**src/hdl/pmx_pkg.sv**
```systemverilog
// Purpose: shared constants for the port-3 pin function selector
// Assumes: eight port-3 pins, one clock, no register bus
// Notes:   bit positions name the pin that carries each alternate function
package pmx_pkg;
  localparam int PMX_NPINS     = 8;    // port-3 width
  localparam int PMX_BIT_LATCH = 0;    // address latch strobe pin
  localparam int PMX_BIT_READ  = 1;    // read strobe pin
  localparam int PMX_BIT_LSTB  = 2;    // low/byte store strobe pin
  localparam int PMX_BIT_HSTB  = 3;    // high byte store strobe pin
  localparam int PMX_BIT_HREQ  = 4;    // hold request input pin
  localparam int PMX_BIT_HGNT  = 5;    // hold grant output pin
  localparam int PMX_BIT_RDY   = 6;    // ready input pin
  localparam int PMX_BIT_BCLK  = 7;    // bus clock output pin
  localparam int PMX_CMP_LO    = 4;    // first compare-wave pin
  localparam logic [7:0] PMX_RST_ZERO = 8'h00; // reset value of port registers
  localparam logic       PMX_RST_HI   = 1'h1;  // reset level of bus_ready, which idles high
  // operating modes decoded from the three mode-select pins
  typedef enum logic [1:0] {PMX_SINGLE_CHIP, PMX_EXT_BUS, PMX_OTHER} pmx_mode_t;
  localparam logic [2:0] PMX_MD_SINGLE = 3'h3; // single-chip mode code
  localparam logic [2:0] PMX_MD_EXT_LO = 3'h0; // external bus mode codes 0..2
  localparam logic [2:0] PMX_MD_EXT_HI = 3'h2;
endpackage

```
**src/hdl/pmx_mode_dec.sv**
```systemverilog
// Purpose: decode mode-select straps into an operating mode
// Assumes: straps are synchronised before they arrive here
// Notes:   codes not recognised count as a mode with no external bus
`timescale 1ns/1ps
module pmx_mode_dec (
  // clock and reset
  input  wire logic         mclk,
  input  wire logic         nrst,
  // synchronised mode-select straps
  input  wire logic [2:0]   md,
  // decoded mode, registered
  output pmx_pkg::pmx_mode_t mode_r
);
  // mode is re-read every cycle; straps are static on a real board
  always_ff @(posedge mclk or negedge nrst) begin
    if (!nrst) begin
      mode_r <= pmx_pkg::PMX_SINGLE_CHIP;
    end else if (md == pmx_pkg::PMX_MD_SINGLE) begin
      mode_r <= pmx_pkg::PMX_SINGLE_CHIP;
    end else if (md <= pmx_pkg::PMX_MD_EXT_HI) begin
      mode_r <= pmx_pkg::PMX_EXT_BUS;
    end else begin
      mode_r <= pmx_pkg::PMX_OTHER;
    end
  end
endmodule // pmx_mode_dec

```
**src/hdl/pmx_port3.sv**
```systemverilog
// Overview of operation
// - bit0 is GPIO, or latch strobe on bus
// - bit1 is GPIO, or read strobe on bus
// - bit2 GPIO in single-chip or strobe off
// - bit2 low strobe when bus and enabled
// - low strobe covers low byte or byte
// - bit3 GPIO single-chip, 8-bit, or disabled
// - bit3 high strobe: bus, 16-bit, enabled
// - bit4 hold request input with hold on
// - bit5 hold grant output with hold on
// - bits 4,5 GPIO without bus or hold, compare off
// - bit6 ready input with ready enabled
// - bit7 bus clock when bus and enabled
// - per-bit pull-up selection register
// - bits 0,1 capture, bit2 irq10 input
// - bits 4..7 carry compare waves 4..7
//
// Purpose: port-3 pin function selector for the external bus controls
// Assumes: bus controller, timers and port registers sit on mclk
// Notes:   all outputs registered, so pins lag their sources one cycle
`timescale 1ns/1ps
module pmx_port3 #(
  parameter int NPINS = pmx_pkg::PMX_NPINS
) (
  // clock and reset
  input  wire logic             mclk,
  input  wire logic             nrst,
  // mode-select straps from the board
  input  wire logic             mode_select_0,
  input  wire logic             mode_select_1,
  input  wire logic             mode_select_2,
  // configuration bits
  input  wire logic             bus_16bit,      // high: 16-bit bus width
  input  wire logic             low_strobe_en,  // low/byte store strobe enable
  input  wire logic             high_strobe_en, // high byte store strobe enable
  input  wire logic             hold_en,        // hold function enable
  input  wire logic             ready_en,       // external ready enable
  input  wire logic             bclk_out_en,    // bus clock output enable
  input  wire logic             compare_en,     // compare waves on bits 4..7
  // port register writes
  input  wire logic             pdr_we,         // load output data
  input  wire logic [NPINS-1:0] pdr_wdata,
  input  wire logic             ddr_we,         // load direction (1 = out)
  input  wire logic [NPINS-1:0] ddr_wdata,
  input  wire logic             pucr_we,        // load pull-up selection
  input  wire logic [NPINS-1:0] pucr_wdata,
  // bus controller side
  input  wire logic             bus_latch_n,
  input  wire logic             bus_read_n,
  input  wire logic             low_byte_store_strobe,
  input  wire logic             high_byte_store_strobe,
  input  wire logic             bus_hold_grant,
  input  wire logic             bus_clk,
  output logic                  bus_hold_request, // synchronised request
  output logic                  bus_ready,        // synchronised ready
  // timer side
  input  wire logic [3:0]       compare_wave,     // channels 4..7
  output logic                  capture_channel_4,
  output logic                  capture_channel_5,
  output logic                  ext_irq10_pin,
  // status
  output logic                  ext_bus_mode,
  output logic [NPINS-1:0]      pin_data,         // synchronised pin levels
  // port-3 pins
  input  wire logic [NPINS-1:0] port3_in,
  output logic      [NPINS-1:0] port3_out,
  output logic      [NPINS-1:0] port3_oe,
  output logic      [NPINS-1:0] port3_pullup
);
  logic [NPINS-1:0]     pdr_r;        // gpio output data
  logic [NPINS-1:0]     ddr_r;        // gpio direction
  logic [NPINS-1:0]     pucr_r;       // pull-up selection
  logic [NPINS-1:0]     pin_s;        // synchronised pin levels
  logic [2:0]           md_s;         // synchronised straps
  pmx_pkg::pmx_mode_t   mode_r;       // decoded mode
  logic                 ext;          // external bus enabled
  logic [NPINS-1:0]     alt_sel;      // pin owned by an alternate function
  logic [NPINS-1:0]     alt_oe;       // alternate function drives the pin
  logic [NPINS-1:0]     alt_out;      // alternate function level
  logic [NPINS-1:0]     out_nxt;
  logic [NPINS-1:0]     oe_nxt;
  logic [NPINS-1:0]     pu_nxt;

  // pins and straps are asynchronous, so each passes two flops
  pmx_sync #(.W(NPINS)) u_pin_sync (
    .mclk (mclk),
    .nrst (nrst),
    .d    (port3_in),
    .q    (pin_s)
  );

  pmx_sync #(.W(3)) u_md_sync (
    .mclk (mclk),
    .nrst (nrst),
    .d    ({mode_select_2, mode_select_1, mode_select_0}),
    .q    (md_s)
  );

  // board supplies the mode; we only decode it
  pmx_mode_dec u_mode (
    .mclk   (mclk),
    .nrst   (nrst),
    .md     (md_s),
    .mode_r (mode_r)
  );

  assign ext = (mode_r == pmx_pkg::PMX_EXT_BUS);

  // gpio data register
  always_ff @(posedge mclk or negedge nrst) begin
    if (!nrst) begin
      pdr_r <= pmx_pkg::PMX_RST_ZERO;
    end else if (pdr_we) begin
      pdr_r <= pdr_wdata;
    end
  end

  // gpio direction register; reset leaves every pin an input
  always_ff @(posedge mclk or negedge nrst) begin
    if (!nrst) begin
      ddr_r <= pmx_pkg::PMX_RST_ZERO;
    end else if (ddr_we) begin
      ddr_r <= ddr_wdata;
    end
  end

  // pull-up selection register
  always_ff @(posedge mclk or negedge nrst) begin
    if (!nrst) begin
      pucr_r <= pmx_pkg::PMX_RST_ZERO;
    end else if (pucr_we) begin
      pucr_r <= pucr_wdata;
    end
  end

  // ownership and drive of each pin by the external bus functions
  always_comb begin
    alt_sel = '0;
    alt_oe  = '0;
    alt_out = '0;
    alt_sel[pmx_pkg::PMX_BIT_LATCH] = ext;
    alt_oe [pmx_pkg::PMX_BIT_LATCH] = ext;
    alt_out[pmx_pkg::PMX_BIT_LATCH] = bus_latch_n;
    alt_sel[pmx_pkg::PMX_BIT_READ]  = ext;
    alt_oe [pmx_pkg::PMX_BIT_READ]  = ext;
    alt_out[pmx_pkg::PMX_BIT_READ]  = bus_read_n;
    // one strobe serves both widths; the controller picks its bytes
    alt_sel[pmx_pkg::PMX_BIT_LSTB]  = ext && low_strobe_en;
    alt_oe [pmx_pkg::PMX_BIT_LSTB]  = ext && low_strobe_en;
    alt_out[pmx_pkg::PMX_BIT_LSTB]  = low_byte_store_strobe;
    alt_sel[pmx_pkg::PMX_BIT_HSTB]  = ext && bus_16bit && high_strobe_en;
    alt_oe [pmx_pkg::PMX_BIT_HSTB]  = ext && bus_16bit && high_strobe_en;
    alt_out[pmx_pkg::PMX_BIT_HSTB]  = high_byte_store_strobe;
    // request pin is input only while hold is on
    alt_sel[pmx_pkg::PMX_BIT_HREQ]  = ext && hold_en;
    alt_sel[pmx_pkg::PMX_BIT_HGNT]  = ext && hold_en;
    alt_oe [pmx_pkg::PMX_BIT_HGNT]  = ext && hold_en;
    alt_out[pmx_pkg::PMX_BIT_HGNT]  = bus_hold_grant;
    alt_sel[pmx_pkg::PMX_BIT_RDY]   = ext && ready_en;
    alt_sel[pmx_pkg::PMX_BIT_BCLK]  = ext && bclk_out_en;
    alt_oe [pmx_pkg::PMX_BIT_BCLK]  = ext && bclk_out_en;
    alt_out[pmx_pkg::PMX_BIT_BCLK]  = bus_clk;
  end

  // final pin drive: bus function, then compare wave, then gpio
  always_comb begin
    out_nxt = pdr_r;
    oe_nxt  = ddr_r;
    for (int i = 0; i < NPINS; i++) begin
      if (alt_sel[i]) begin
        out_nxt[i] = alt_out[i];  // gpio driver overridden
        oe_nxt[i]  = alt_oe[i];
      end else if (compare_en && i >= pmx_pkg::PMX_CMP_LO) begin
        // two-bit index: the guard keeps low pins away, the cast keeps it in range
        out_nxt[i] = compare_wave[2'(i - pmx_pkg::PMX_CMP_LO)];
        oe_nxt[i]  = 1'b1;
      end
    end
    // pull-up only applies while the pin is a gpio input
    pu_nxt = pucr_r & ~alt_sel & ~oe_nxt;
  end

  // registered pin outputs
  always_ff @(posedge mclk or negedge nrst) begin
    if (!nrst) begin
      port3_out    <= pmx_pkg::PMX_RST_ZERO;
      port3_oe     <= pmx_pkg::PMX_RST_ZERO;
      port3_pullup <= pmx_pkg::PMX_RST_ZERO;
    end else begin
      port3_out    <= out_nxt;
      port3_oe     <= oe_nxt;
      port3_pullup <= pu_nxt;
    end
  end

  // inputs back to the core; disabled functions see their idle level
  always_ff @(posedge mclk or negedge nrst) begin
    if (!nrst) begin
      bus_hold_request  <= 1'b0;
      bus_ready         <= pmx_pkg::PMX_RST_HI;
      capture_channel_4 <= 1'b0;
      capture_channel_5 <= 1'b0;
      ext_irq10_pin     <= 1'b0;
      ext_bus_mode      <= 1'b0;
      pin_data          <= pmx_pkg::PMX_RST_ZERO;
    end else begin
      bus_hold_request  <= alt_sel[pmx_pkg::PMX_BIT_HREQ] & pin_s[pmx_pkg::PMX_BIT_HREQ];
      // ready held high when off so accesses never stretch
      bus_ready         <= ~alt_sel[pmx_pkg::PMX_BIT_RDY] | pin_s[pmx_pkg::PMX_BIT_RDY];
      capture_channel_4 <= pin_s[pmx_pkg::PMX_BIT_LATCH];
      capture_channel_5 <= pin_s[pmx_pkg::PMX_BIT_READ];
      ext_irq10_pin     <= pin_s[pmx_pkg::PMX_BIT_LSTB];
      ext_bus_mode      <= ext;
      pin_data          <= pin_s;
    end
  end

  // checks: bus strobes on bits 0..3, each one edge behind its cause
  a_latch_own: assert property (@(posedge mclk) disable iff (!nrst)
    ext |=> port3_oe[0] && port3_out[0] == $past(bus_latch_n))
    else $error("latch strobe not on bit0");
  a_latch_gpio: assert property (@(posedge mclk) disable iff (!nrst)
    !ext |=> port3_oe[0] == $past(ddr_r[0]) && port3_out[0] == $past(pdr_r[0]))
    else $error("bit0 not gpio");
  a_read_own: assert property (@(posedge mclk) disable iff (!nrst)
    ext |=> port3_oe[1] && port3_out[1] == $past(bus_read_n))
    else $error("read strobe not on bit1");
  a_read_gpio: assert property (@(posedge mclk) disable iff (!nrst)
    !ext |=> port3_oe[1] == $past(ddr_r[1]) && port3_out[1] == $past(pdr_r[1]))
    else $error("bit1 not gpio");
  a_low_gpio: assert property (@(posedge mclk) disable iff (!nrst)
    (!ext || !low_strobe_en) |=> port3_oe[2] == $past(ddr_r[2]))
    else $error("bit2 not gpio");
  a_low_drive: assert property (@(posedge mclk) disable iff (!nrst)
    (ext && low_strobe_en) |=> port3_oe[2] && port3_out[2] == $past(low_byte_store_strobe))
    else $error("low strobe missing");
  a_low_width: assert property (@(posedge mclk) disable iff (!nrst)
    (ext && low_strobe_en && !bus_16bit) |=> port3_oe[2])
    else $error("byte strobe missing in 8-bit");
  a_high_gpio: assert property (@(posedge mclk) disable iff (!nrst)
    (ext && !bus_16bit) |=> port3_oe[3] == $past(ddr_r[3]))
    else $error("bit3 not gpio in 8-bit");
  a_high_idle: assert property (@(posedge mclk) disable iff (!nrst)
    (!ext || !bus_16bit || !high_strobe_en) |=> port3_oe[3] == $past(ddr_r[3]))
    else $error("bit3 not gpio while strobe off");
  a_high_drive: assert property (@(posedge mclk) disable iff (!nrst)
    (ext && bus_16bit && high_strobe_en) |=> port3_out[3] == $past(high_byte_store_strobe))
    else $error("high strobe missing");

  // checks: hold, ready and bus clock on bits 4..7
  a_hold_req: assert property (@(posedge mclk) disable iff (!nrst)
    (ext && hold_en) |=> !port3_oe[4])
    else $error("hold request pin driven");
  a_hold_pass: assert property (@(posedge mclk) disable iff (!nrst)
    (ext && hold_en) |=> bus_hold_request == $past(pin_s[4]))
    else $error("hold request not passed in");
  a_hold_gnt: assert property (@(posedge mclk) disable iff (!nrst)
    (ext && hold_en) |=> port3_out[5] == $past(bus_hold_grant))
    else $error("hold grant missing");
  // two quiet cycles; the request flop already clears on the edge that samples hold off
  a_hold_off: assert property (@(posedge mclk) disable iff (!nrst)
    (!ext || !hold_en) ##1 (!ext || !hold_en) |=> !bus_hold_request)
    else $error("hold request leaked");
  a_grant_gpio: assert property (@(posedge mclk) disable iff (!nrst)
    ((!ext || !hold_en) && !compare_en) |=> port3_oe[5] == $past(ddr_r[5]))
    else $error("bit5 not gpio");
  a_ready_off: assert property (@(posedge mclk) disable iff (!nrst)
    (!ext || !ready_en) |=> bus_ready)
    else $error("ready stretched while off");
  a_ready_in: assert property (@(posedge mclk) disable iff (!nrst)
    (ext && ready_en) |=> !port3_oe[6])
    else $error("ready pin driven");
  a_ready_pass: assert property (@(posedge mclk) disable iff (!nrst)
    (ext && ready_en) |=> bus_ready == $past(pin_s[6]))
    else $error("ready not passed in");
  a_bclk_own: assert property (@(posedge mclk) disable iff (!nrst)
    (ext && bclk_out_en) |=> port3_oe[7] && port3_out[7] == $past(bus_clk))
    else $error("bus clock missing");
  a_bclk_gpio: assert property (@(posedge mclk) disable iff (!nrst)
    ((!ext || !bclk_out_en) && !compare_en) |=> port3_oe[7] == $past(ddr_r[7]))
    else $error("bit7 not gpio");

  // checks: pull-ups and the timer routes
  a_pullup_gate: assert property (@(posedge mclk) disable iff (!nrst)
    port3_pullup[0] |-> !port3_oe[0] && !ext_bus_mode)
    else $error("pull-up on driven pin");
  a_pullup_load: assert property (@(posedge mclk) disable iff (!nrst)
    pucr_we |=> pucr_r == $past(pucr_wdata))
    else $error("pull-up selection not loaded");
  a_capture_path: assert property (@(posedge mclk) disable iff (!nrst)
    capture_channel_4 == $past(pin_s[0]))
    else $error("capture 4 path broken");
  a_capture_five: assert property (@(posedge mclk) disable iff (!nrst)
    capture_channel_5 == $past(pin_s[1]))
    else $error("capture 5 path broken");
  a_irq_path: assert property (@(posedge mclk) disable iff (!nrst)
    ext_irq10_pin == $past(pin_s[2]))
    else $error("irq10 path broken");
  a_compare_four: assert property (@(posedge mclk) disable iff (!nrst)
    (compare_en && !alt_sel[4]) |=> port3_oe[4] && port3_out[4] == $past(compare_wave[0]))
    else $error("compare wave 4 missing");
  a_compare_five: assert property (@(posedge mclk) disable iff (!nrst)
    (compare_en && !alt_sel[5]) |=> port3_oe[5] && port3_out[5] == $past(compare_wave[1]))
    else $error("compare wave 5 missing");
  a_compare_out: assert property (@(posedge mclk) disable iff (!nrst)
    (compare_en && !alt_sel[6]) |=> port3_oe[6] && port3_out[6] == $past(compare_wave[2]))
    else $error("compare wave 6 missing");
  a_compare_seven: assert property (@(posedge mclk) disable iff (!nrst)
    (compare_en && !alt_sel[7]) |=> port3_oe[7] && port3_out[7] == $past(compare_wave[3]))
    else $error("compare wave 7 missing");
  a_bus_prio: assert property (@(posedge mclk) disable iff (!nrst)
    (ext && hold_en && compare_en) |=> port3_out[5] == $past(bus_hold_grant))
    else $error("bus lost to compare");
endmodule // pmx_port3

```
**src/hdl/pmx_sync.sv**
```systemverilog
// Purpose: two-flop synchroniser for a vector of pin inputs
// Assumes: inputs are asynchronous to mclk
// Notes:   first stage feeds only the second stage
`timescale 1ns/1ps
module pmx_sync #(
  parameter int W = 8
) (
  // clock and reset
  input  wire logic         mclk,
  input  wire logic         nrst,
  // data
  input  wire logic [W-1:0] d,
  output logic      [W-1:0] q
);
  logic [W-1:0] meta_r;  // first stage, metastability catcher

  // two stages; reset to zero
  always_ff @(posedge mclk or negedge nrst) begin
    if (!nrst) begin
      meta_r <= '0;
      q      <= '0;
    end else begin
      meta_r <= d;
      q      <= meta_r;
    end
  end
endmodule // pmx_sync

```
**config.mk**
```make
export PLATFORM = sky130hd
export DESIGN_NAME = pmx_port3
export DESIGN_NICKNAME = d
export VERILOG_FILES = /design/src/hdl/pmx_pkg.sv /design/src/hdl/pmx_mode_dec.sv /design/src/hdl/pmx_port3.sv /design/src/hdl/pmx_sync.sv
export SDC_FILE = /design/constraint.sdc
export NUM_CORES = 1
export LEC_CHECK = 0
export BUFFER_PORTS_ARGS = -buffer_cell sky130_fd_sc_hd__buf_2
export CAP_MARGIN = 25
export CELL_PAD_IN_SITES_DETAIL_PLACEMENT = 1
export CELL_PAD_IN_SITES_GLOBAL_PLACEMENT = 2
export CORE_UTILIZATION = 30
export DETAILED_ROUTE_END_ITERATION = 12
export GPL_ROUTABILITY_DRIVEN = 0
export HOLD_SLACK_MARGIN = 0.03
export PLACE_DENSITY_LB_ADDON = 0.12
export REMOVE_ABC_BUFFERS = 1
export SKIP_CTS_REPAIR_TIMING = 1
export SYNTH_ARGS = -nofsm -noshare
export SYNTH_HDL_FRONTEND = slang
export SYNTH_SLANG_ARGS = --single-unit
```
**constraint.sdc**
```tcl
create_clock -name mclk -period 1.05 [get_ports mclk]
set_input_delay 0.0525 -clock mclk [delete_from_list [all_inputs] [get_ports mclk]]
set_output_delay 0.0525 -clock mclk [all_outputs]
set_load 0.1 [all_outputs]
```
## Word level (Yosys, flattened, before mapping)

Cells that the tools add are included.

- Register bits after elaboration: 86
- Input bits: 57
- Output and inout bits: 38
- Logic and storage cells: 60

- $lt $le $gt $ge: 1
- Equality and inequality tests: 2
- Mux-type cells: 26
- Bitwise operators: 7
- Reduce and logical (&&, ||, !) cells: 6

Operators by type and width:

| kind | count |
|---|---|
| two-way mux 1 bit | 24 |
| AND 8 bit | 2 |
| NOT 8 bit | 2 |
| logical AND 1 bit | 6 |
| two-way mux 2 bit | 2 |
| == test 3 x 2 -> 1 bit (second input constant) | 1 |
| less-or-equal comparator 3 x 2 -> 1 bit (second input constant) | 1 |
| == test 2 x 1 -> 1 bit (second input constant) | 1 |
| AND 1 bit | 1 |
| NOT 1 bit | 1 |
| bitwise OR 1 bit | 1 |

## Logic depth before layout (Yosys ltp)

Gate-level depths: netlist of the first run.

- Depth in word-level cells: 6
- Depth in mapped cells: 3
- Gate-level depth less buffers: 2

## Hierarchy

A second synthesis of the first run with hierarchy kept.

- Cell total of the unflattened synthesis: 162
- Area total of the unflattened synthesis: 2745.1 um^2

By module, submodules not included:

| module | instances | cells an instance | area an instance (um^2) | sequential area each (um^2) |
|---|---|---|---|---|
| pmx_port3 | 1 | 136 | 2132.0 | 1477.7 |
| pmx_sync (u_pin_sync) | 1 | 16 | 400.4 | 400.4 |
| pmx_sync (u_md_sync) | 1 | 6 | 150.1 | 150.1 |
| pmx_mode_dec | 1 | 4 | 62.6 | 50.0 |

## Least setup slack after synthesis of the first run

Ideal clock, no wire load.

- Path type: reg-to-output
- From: register pin_data[0]
- To: output pin_data[0]
- Arrival time: 1324 ps
- Data required time: 998 ps
- Setup slack: -326 ps
- Cell stages (with the launch flop): 2
- Buffers on the path: 1
- Cell sequence: dfrtp_1 -> buf_4

RTL lines:

| element | RTL line | source |
|---|---|---|
| from (decl) | pmx_port3.sv:63 | `output logic [NPINS-1:0] pin_data,` |
| from (signal assigned) | pmx_port3.sv:205 | `pin_data <= pmx_pkg::PMX_RST_ZERO;` |
| from (signal assigned) | pmx_port3.sv:214 | `pin_data <= pin_s;` |

No word-level cell between the ends.

## Worst setup path after layout of the first run

- From: register u_mode.mode_r[1]
- To: register port3_oe[5]

- Word-level cells in the longest chain between the ends: 3

Ends and longest elaborated chain:

| element | RTL line | source |
|---|---|---|
| from (decl) | pmx_mode_dec.sv:12 | `output pmx_pkg::pmx_mode_t mode_r` |
| from (signal assigned) | pmx_mode_dec.sv:17 | `mode_r <= pmx_pkg::PMX_SINGLE_CHIP;` |
| from (signal assigned) | pmx_mode_dec.sv:19 | `mode_r <= pmx_pkg::PMX_SINGLE_CHIP;` |
| from (signal assigned) | pmx_mode_dec.sv:21 | `mode_r <= pmx_pkg::PMX_EXT_BUS;` |
| == test 2 x 1 -> 1 bit | pmx_port3.sv:107 | `assign ext = (mode_r == pmx_pkg::PMX_EXT_BUS);` |
| logical AND 1 bit | pmx_port3.sv:156, pmx_port3.sv:157 |  |
| two-way mux 1 bit | pmx_port3.sv:170 | `if (alt_sel[i]) begin` |
| net oe_nxt[5] | pmx_port3.sv:81 | `logic [NPINS-1:0] oe_nxt;` |
| to (signal assigned) | pmx_port3.sv:187 | `port3_oe <= pmx_pkg::PMX_RST_ZERO;` |
| to (signal assigned) | pmx_port3.sv:191 | `port3_oe <= oe_nxt;` |
| to (decl) | pmx_port3.sv:67 | `output logic [NPINS-1:0] port3_oe,` |

The timed path passes the listed nets, and every way through them passes these cells.
A chain may end at the register's enable or synchronous reset.

==> results of run 1 <==
-- metrics by stage --
| stage | hold WS (ns) | cell area (um2) | setup WS (ns) |
|---|---|---|---|
| 6_report | 0.07283 | 4690 | -0.1556 |
| 5_1_grt | 0.05601 | 4690 | -0.2241 |
| 4_1_cts | -0.4032 | 4168 | -0.1900 |
| 3_5_place_dp | -0.01526 | 3988 | -0.1777 |
| 3_3_place_gp | -0.01425 | 3988 | -0.1422 |
| 2_1_floorplan | -0.2431 | 2666 | -0.4812 |
-- path summary, 6_finish.rpt --
check | startpoint | endpoint | slack [ns] | cells past startpoint
worst max-delay path | u_mode.mode_r[1] | port3_oe[5] | -0.16 | 3
worst min-delay path | compare_wave[1] | port3_out[5] | 0.07 | 3
min in group asynchronous | nrst | pin_data[4] | 0.16 | 2
max in group asynchronous | nrst | bus_ready | 0.40 | 3
worst min register to register | u_pin_sync.meta_r[4] | u_pin_sync.q[4] | 0.35 | 0
worst max register to register | u_mode.mode_r[1] | port3_oe[5] | -0.16 | 3
-- where the power goes --
group / leakage [nW] / internal [mW] / switching (mW) / total [mW]
clock network: 0.0895 / 0.933 / 1.14 / 2.08
registers: 0.979 / 3.44 / 0.169 / 3.61
logic: 1.09 / 0.830 / 1.13 / 1.96
-- critical path, stage by stage, from the launching register on --
cell and delay, ns:
dfrtp_1 0.38, and3b_2 0.27, buf_12 0.14, or3_1 0.29
-- metal layers --
| metal | GRT usage | wire, um |
|---|---|---|
| met2 | 0.2055 | 3247 |
| met5 | 0 | 0 |
| met1 | 0.1584 | 2542 |
| met4 | 0.04072 | 77 |
| met3 | 0.05971 | 321 |
-- area by class of cell --
type	instances	area, um2
fill	858	4074
sequential	83	2081
timing repair buffer	150	1654
multi-input combinational	65	624.3
clock buffer	11	141.4
tap	108	135.1
clock inverter	5	38.79
inverter	4	15.01
-- registers in the layout, indices dropped and copies added, names as in the netlist --
name               count
port3_pullup           8
port3_oe               8
u_mode.mode_r          2
u_pin_sync.q           8
u_md_sync.meta_r       3
u_pin_sync.meta_r      8
ext_bus_mode           1
bus_ready              1
u_md_sync.q            3
ddr_r                  8
pucr_r                 8
pin_data               8
port3_out              8
bus_hold_request       1
pdr_r                  8
-- kinds of logic after synthesis --
family,count (synthesis)
flops,83
compound gates,8
simple gates,29
mux,28
buf+inv,14
-- cells in the mapped netlist, drive strengths merged, types with 2 or more instances --
library cell and count:
nor3b 4, a21oi 2, nor2 5, nand2b 2, nand2 5, or2 2, nor4b 2, dfrtp 82
buf 9, inv 4, nand3b 3, mux2 27, o21ai 4
==> impl_metrics.py, run 1 <==
metrics = {
    "status": {
        "status": "finished with violations",
        "violations": "setup timing",
    },
    "global_route": {
        "grt_antenna_before_repair": 0,
        "track_usage": 0.1300,
        "gr-total-overflow": 0,
        "grt_first_pass_wirelength_mm": 9.321,
        "grt_pass1_vias": 1787,
        "grt_max_degree": 26,
    },
    "die": {
        "die_w_um": 97.59,
        "start_util": 0.3128,
        "fp.dieH_um": 97.59,
        "core_area_mm2": 0.008763,
        "ios": 95,
        "design.die.area_mm2": 0.009524,
        "num_rows": 34,
    },
    "placement": {
        "hpwl_mm": 4.282,
        "numPortBuffers": 92,
        "dp_cells": 364,
    },
    "yosys": {
        "yosysWarnings": 0,
        "synth_edf_count": 0,
        "synth.top_cell.area_share": 0.7485,
        "yosys.cell_types.count": 29,
        "synth_fa_ha_area_frac": 0,
        "ys_seq_area_frac": 0.7581,
        "yosys-top-cells-area": "dfrtp_1 (75%), mux2_2 (7.4%), mux2_4 (2.2%)",
        "syn-instance-count": 162,
        "yosys.area.top_type": "dfrtp_1",
        "yosys_register_bits": 83,
        "synth_compound_area_frac": 0.01917,
        "synthFlopType": "dfrtp_1",
        "syn_avg_cell_area_um2": 16.92,
        "synth_top_family_by_area": "multiplexers",
        "synth-xor-area-share": 0,
        "synth_mux_area_frac": 0.1200,
        "syn-cell-area_mm2": 0.002741,
        "synthArstFlopShare": 1.000,
        "synth-simple-area-share": 0.06983,
    },
    "sta": {
        "fin_skew_ns": 0.004014,
        "setup_viol": 21,
        "setup_ws_ns": -0.1556,
        "min_period_over_period": 1.148,
        "rsz0062_at_grt": "true",
        "worst_pin_slew_ns": 0.3455,
        "finalSetupTns_ns": -1.475,
        "fmax_mhz": 829.4,
        "slew_headroom": 0.7697,
        "min_period_ns": 1.206,
        "hold_violations": 0,
        "slew_violations": 0,
    },
    "pwr": {
        "finalPower_mw": 7.648,
        "powerDensity_mw_per_mm2": 1631,
        "vdd_drop_max_mv": 0.8603,
        "p_leak_nw": 2.154,
    },
    "cts": {
        "cts.root.buffer_cell": "clkbuf_8",
        "clk_latency_ns": 0.35,
        "numClockSinks": 83,
        "cts_buffer_depth": 2,
        "cts_buffers": 9,
        "clkTransAtPathRegs_ns": 0.08,
        "h-tree-depth": 3,
        "cts_tree": "yes",
    },
    "worst_hold_path": {
        "hp-class": "in -> reg",
    },
    "setup_path": {
        "cp-start-kind": "flip-flop",
        "critPathArrivalTime_ns": 1.44,
        "worstPathRequired_ns": 1.28,
        "crit_fanout": 5,
        "worst-setup-path-type": "reg -> reg",
        "worstSetupEndpointType": "flip-flop",
    },
    "routing": {
        "drc_errors": 0,
        "first_iter_violations": 24,
        "wire_per_inst_um": 14.53,
        "vias": 1792,
        "first_pass_iters": 3,
        "drtAntennaViolNets": 0,
        "via_per_inst": 4.207,
        "routed_wl_mm": 6.188,
    },
    "layout": {
        "final_common_cell": "dfrtp_1",
        "utilization": 0.5351,
        "layout.cells.non_filler": 426,
        "diodes": 0,
        "finalNetCount": 370,
        "syn_to_final_growth_pct": 71.06,
        "drive_gt1_frac": 0.4906,
        "final_cell_mix": "dfrtp_1 (80), buf_2 (53), dlygate4sd3_1 (46)",
    },
    "run": {
        "cap_violations": 0,
    },
}
Power figures use the tool's default switching activity.
==> inputs of run 2 (changes only) <==
--- a/config.mk
+++ b/config.mk
@@ -5,14 +5,15 @@
 export SDC_FILE = /design/constraint.sdc
 export NUM_CORES = 1
 export LEC_CHECK = 0
-export BUFFER_PORTS_ARGS = -buffer_cell sky130_fd_sc_hd__buf_2
 export CAP_MARGIN = 25
 export CELL_PAD_IN_SITES_DETAIL_PLACEMENT = 1
 export CELL_PAD_IN_SITES_GLOBAL_PLACEMENT = 2
-export CORE_UTILIZATION = 30
+export CORE_UTILIZATION = 37
 export DETAILED_ROUTE_END_ITERATION = 12
+export DONT_BUFFER_PORTS = 1
 export GPL_ROUTABILITY_DRIVEN = 0
 export HOLD_SLACK_MARGIN = 0.03
+export MAX_ROUTING_LAYER = met4
 export PLACE_DENSITY_LB_ADDON = 0.12
 export REMOVE_ABC_BUFFERS = 1
 export SKIP_CTS_REPAIR_TIMING = 1
==> impl_metrics.py, run 2 (synthesis gave the netlist of run 1 again) <==
metrics = {
    "status": {
        "status": "finished with violations",
        "violations": "hold timing, setup timing",
    },
    "setup_path": {
        "slowest_stage": "dfrtp_1",
        "cp-start-kind": "flip-flop",
        "worstPathRequired_ns": 1.27,
        "path_cells": "and3b_2 -> buf_12 -> or3_1",
        "critPathArrivalTime_ns": 1.42,
        "reg2reg_depth": 3,
        "worstSetupEndpointType": "flip-flop",
        "path_depth": 3,
        "cpLargestDelayFamily": "simple AND/OR/NAND/NOR gates",
        "crit_fanout": 5,
        "cp.buffers_inverters": 1,
        "cp_slowest_stage_delay_ns": 0.38,
        "worst-setup-path-type": "reg -> reg",
    },
    "layout": {
        "finalNetCount": 312,
        "utilization": 0.5987,
        "final_common_cell": "dfrtp_1",
        "syn_to_final_growth_pct": 57.55,
        "final_cell_mix": "dfrtp_1 (79), dlygate4sd3_1 (48), buf_12 (36)",
        "stdcell_area_mm2": 0.004319,
        "n_fill_cell": 696,
        "layout.cells.non_filler": 360,
        "drive_gt1_frac": 0.3654,
    },
    "sta": {
        "setup_ws_ns": -0.1465,
        "rsz0062_at_grt": "true",
        "min_period_ns": 1.197,
        "worst_pin_slew_ns": 0.5254,
        "holdWs_ns": -0.6087,
        "fin_skew_ns": 0.01420,
        "setup_viol": 29,
        "slew_violations": 0,
        "hold_violations": 92,
        "slew_headroom": 0.6486,
        "min_period_over_period": 1.140,
        "fmax_mhz": 835.8,
        "finalSetupTns_ns": -1.629,
    },
    "placement": {
        "dp_cells": 292,
        "placed_cell_area_mm2": 0.003552,
        "pre_cts_ws_ns": -0.1607,
        "hpwl_mm": 4.008,
        "numPortBuffers": 0,
    },
    "global_route": {
        "grt_max_degree": 84,
        "grt_antenna_before_repair": 1,
        "grt_first_pass_wirelength_mm": 8.390,
        "met1_usage": 0.1700,
        "grt.met3_usage": 0.04995,
        "gr-total-overflow": 0,
        "met2_usage": 0.2720,
        "grt-busiest-layer": "met2",
        "track_usage": 0.1594,
        "grt_pass1_vias": 1592,
    },
    "routing": {
        "drc_errors": 0,
        "routed_wl_mm": 6.143,
        "drtAntennaViolNets": 0,
        "first_pass_iters": 4,
        "first_iter_violations": 57,
        "wire_per_inst_um": 17.06,
        "vias": 1606,
        "via_per_inst": 4.461,
    },
    "die": {
        "die_w_um": 88.08,
        "fp.dieH_um": 88.08,
        "core_area_mm2": 0.007214,
        "num_rows": 31,
        "start_util": 0.3800,
        "design.die.area_mm2": 0.007757,
        "ios": 95,
    },
    "cts": {
        "cts.root.buffer_cell": "clkbuf_8",
        "clk_latency_ns": 0.34,
        "cts_buffer_depth": 2,
        "numClockSinks": 83,
        "clkTransAtPathRegs_ns": 0.08,
        "h-tree-depth": 3,
        "cts_buffers": 9,
        "cts_tree": "yes",
    },
    "pwr": {
        "p_leak_nw": 1.902,
        "powerDensity_mw_per_mm2": 1740,
        "vdd_drop_max_mv": 0.8425,
        "finalPower_mw": 7.515,
    },
    "run": {
        "cap_violations": 0,
    },
    "worst_hold_path": {
        "hp-class": "in -> async",
    },
}
## run 2: worst register-to-register path, cell delays in order (launching register included)
cell	delay, ns
dfrtp_1	0.38
and3b_2	0.26
buf_12	0.14
or3_1	0.30
## run 2: final timing paths
check                                           from         endpoint  slack (ns)
worst min register to register  u_pin_sync.meta_r[6]  u_pin_sync.q[6]        0.34
min in group mclk                         compare_en  port3_pullup[4]       -0.24
worst min-delay path                            nrst  port3_pullup[4]       -0.61
worst max register to register      u_mode.mode_r[1]      port3_oe[5]       -0.15
max in group asynchronous                       nrst        bus_ready        1.47
worst max-delay path                u_mode.mode_r[1]      port3_oe[5]       -0.15
## run 2: layout make-up
| class | instances | area, um2 | area share |
|---|---|---|---|
| Inverter | 4 | 15.01 | 0.003476 |
| Timing Repair Buffer | 92 | 1280 | 0.2964 |
| Sequential cell | 83 | 2082 | 0.4820 |
| Multi-Input combinational cell | 65 | 636.9 | 0.1475 |
| Antenna cell | 1 | 2.502 | 0.0005794 |
| Tap cell | 99 | 123.9 | 0.02868 |
| Clock inverter | 3 | 40.04 | 0.009270 |
| Clock buffer | 13 | 138.9 | 0.03216 |
## run 2: layer usage
layer  routed length (um)  up-vias
met2                 3447       52
met3                  313       10
li1                     -      722
met5                    0        -
met4                   91        0
met1                 2291      822
## run 2: report_power, final
part / internal, mW / total (mW) / switching, mW / leakage [nW]
combinational: 0.729 / 1.78 / 1.05 / 0.832
sequential: 3.44 / 3.61 / 0.172 / 0.978
clock: 1.10 / 2.12 / 1.03 / 0.0914
==> inputs of run 3 (changes only) <==
--- a/config.mk
+++ b/config.mk
@@ -8,7 +8,8 @@
 export CAP_MARGIN = 25
 export CELL_PAD_IN_SITES_DETAIL_PLACEMENT = 1
 export CELL_PAD_IN_SITES_GLOBAL_PLACEMENT = 2
-export CORE_UTILIZATION = 37
+export CORE_MARGIN = 2
+export CORE_UTILIZATION = 42
 export DETAILED_ROUTE_END_ITERATION = 12
 export DONT_BUFFER_PORTS = 1
 export GPL_ROUTABILITY_DRIVEN = 0
==> constraint.sdc (replaced) <==
create_clock -name mclk -period 1.55 [get_ports mclk]
set_input_delay 0.155 -clock mclk [delete_from_list [all_inputs] [get_ports mclk]]
set_output_delay 0.155 -clock mclk [all_outputs]
set_load 0.1 [all_outputs]
==> impl_metrics.py, run 3 (synthesis gave the netlist of run 1 again) <==
metrics = {
    "global_route": {
        "grt_antenna_before_repair": 1,
        "grt_first_pass_wirelength_mm": 8.293,
        "track_usage": 0.1599,
        "grt_pass1_vias": 1592,
        "grt_max_degree": 84,
        "gr-total-overflow": 0,
    },
    "cts": {
        "clkTransAtPathRegs_ns": 0.08,
        "h-tree-depth": 3,
        "cts_tree": "yes",
        "clk_latency_ns": 0.34,
        "cts_buffers": 9,
        "numClockSinks": 83,
        "cts_buffer_depth": 2,
        "cts.root.buffer_cell": "clkbuf_8",
    },
    "setup_path": {
        "worstSetupEndpoint": "pdr_r[7]",
        "worstPathRequired_ns": 1.76,
        "slowest_stage": "dlygate4sd3_1",
        "cp_slowest_stage_delay_ns": 0.57,
        "cp-start-kind": "flip-flop",
        "cp.buffers_inverters": 1,
        "reg2reg_depth": 2,
        "r2r-end": "pdr_r[7]",
        "ff2ff_setup_slack_ns": 0.20,
        "critPathArrivalTime_ns": 1.57,
        "worstSetupEndpointType": "flip-flop",
        "crit_fanout": 2,
        "path_depth": 2,
        "worst-setup-path-type": "reg -> reg",
        "path_cells": "mux2_2 -> dlygate4sd3_1",
        "setup.worst_path.start": "pdr_r[7]",
        "rr_startpoint": "pdr_r[7]",
        "cpLargestDelayFamily": "buffers and inverters",
    },
    "die": {
        "die_w_um": 84.79,
        "start_util": 0.4342,
        "design.die.area_mm2": 0.007189,
        "ios": 95,
        "fp.dieH_um": 84.79,
        "num_rows": 29,
        "core_area_mm2": 0.006314,
    },
    "layout": {
        "drive_gt1_frac": 0.2928,
        "multi_input_area_um2": 573.1,
        "finalNetCount": 315,
        "seqCellArea_mm2": 0.002082,
        "syn_to_final_growth_pct": 40.85,
        "final_common_cell": "dfrtp_1",
        "final_cell_mix": "dfrtp_1 (79), dlygate4sd3_1 (61), buf_4 (31)",
        "n_fill_cell": 615,
        "layout.cells.non_filler": 341,
    },
    "sta": {
        "holdWs_ns": -0.4942,
        "slew_headroom": 0.6374,
        "setup_viol": 0,
        "hold_violations": 83,
        "min_period_over_period": 0.8732,
        "fin_skew_ns": 0.008597,
        "fmax_mhz": 738.9,
        "worst_pin_slew_ns": 0.5422,
        "rsz0062_at_grt": "false",
        "setup_ws_ns": 0.1966,
        "slew_violations": 0,
        "min_period_ns": 1.353,
    },
    "placement": {
        "pre_cts_ws_ns": 0.2315,
        "hpwl_mm": 3.676,
        "dp_cells": 263,
        "numPortBuffers": 0,
    },
    "status": {
        "violations": "hold timing",
        "status": "finished with violations",
    },
    "worst_hold_path": {
        "hp-class": "in -> async",
    },
    "pwr": {
        "p_leak_nw": 1.740,
        "finalPower_mw": 4.927,
        "powerDensity_mw_per_mm2": 1276,
        "vdd_drop_max_mv": 0.6420,
    },
    "run": {
        "cap_violations": 0,
    },
    "routing": {
        "via_per_inst": 4.809,
        "first_pass_iters": 4,
        "drc_errors": 0,
        "wire_per_inst_um": 17.95,
        "drtAntennaViolNets": 0,
        "vias": 1640,
        "first_iter_violations": 32,
        "routed_wl_mm": 6.120,
    },
}
run 3: stage by stage:
step                setup TNS (ns)  hold slack (ns)  instance area (um2)    util
finish                           0          -0.4942                 3861  0.6116
global route                     0          -0.5191                 3861  0.6116
CTS                              0          -0.5111                 3248  0.5145
detailed placement               0          -0.1386                 3059  0.4845
global placement                 0          -0.1384                 3059  0.4845
floorplan                  -0.5023          -0.1406                 2666       -
run 3: layer usage:
| layer | global-route usage | vias to the layer above | wire length [um] |
|---|---|---|---|
| met2 | 0.2577 | 57 | 3371 |
| met3 | 0.05998 | 8 | 341 |
| li1 | - | 728 | - |
| met1 | 0.1834 | 847 | 2322 |
| met5 | - | - | 0 |
| met4 | 0.05772 | 0 | 85 |
run 3: worst min path at each step:
stage | depth (start not counted) | endpoint | slack, ns | startpoint
global placement | 0 | pin_data[4] | -0.14 | nrst
floorplan | 0 | bus_hold_request | -0.14 | nrst
detailed placement | 0 | pucr_r[4] | -0.14 | nrst
finish | 0 | pucr_r[4] | -0.49 | nrst
global route | 0 | port3_out[1] | -0.52 | nrst
CTS | 0 | port3_out[1] | -0.51 | nrst
run 3: final cells by class:
| class | instances | area share |
|---|---|---|
| diodes | 1 | 0.0006481 |
| clock buffers | 13 | 0.03856 |
| clock inverters | 3 | 0.01037 |
| inverters | 4 | 0.003889 |
| multi-input cells | 65 | 0.1484 |
| flip-flops and latches | 83 | 0.5392 |
| well taps | 77 | 0.02495 |
| repair buffers | 95 | 0.2340 |
run 3: power by group:
| part | total, mW | internal [mW] | switching [mW] |
|---|---|---|---|
| Combinational | 1.03 | 0.330 | 0.698 |
| Clock | 1.49 | 0.786 | 0.705 |
| Sequential | 2.41 | 2.33 | 0.0776 |
run 3: worst reg2reg max path, delay by kind of cell (launching register included):
family                 cells  cell delay (ns)
buffers and inverters      1             0.57
multiplexers               1             0.27
flip-flops                 1             0.40
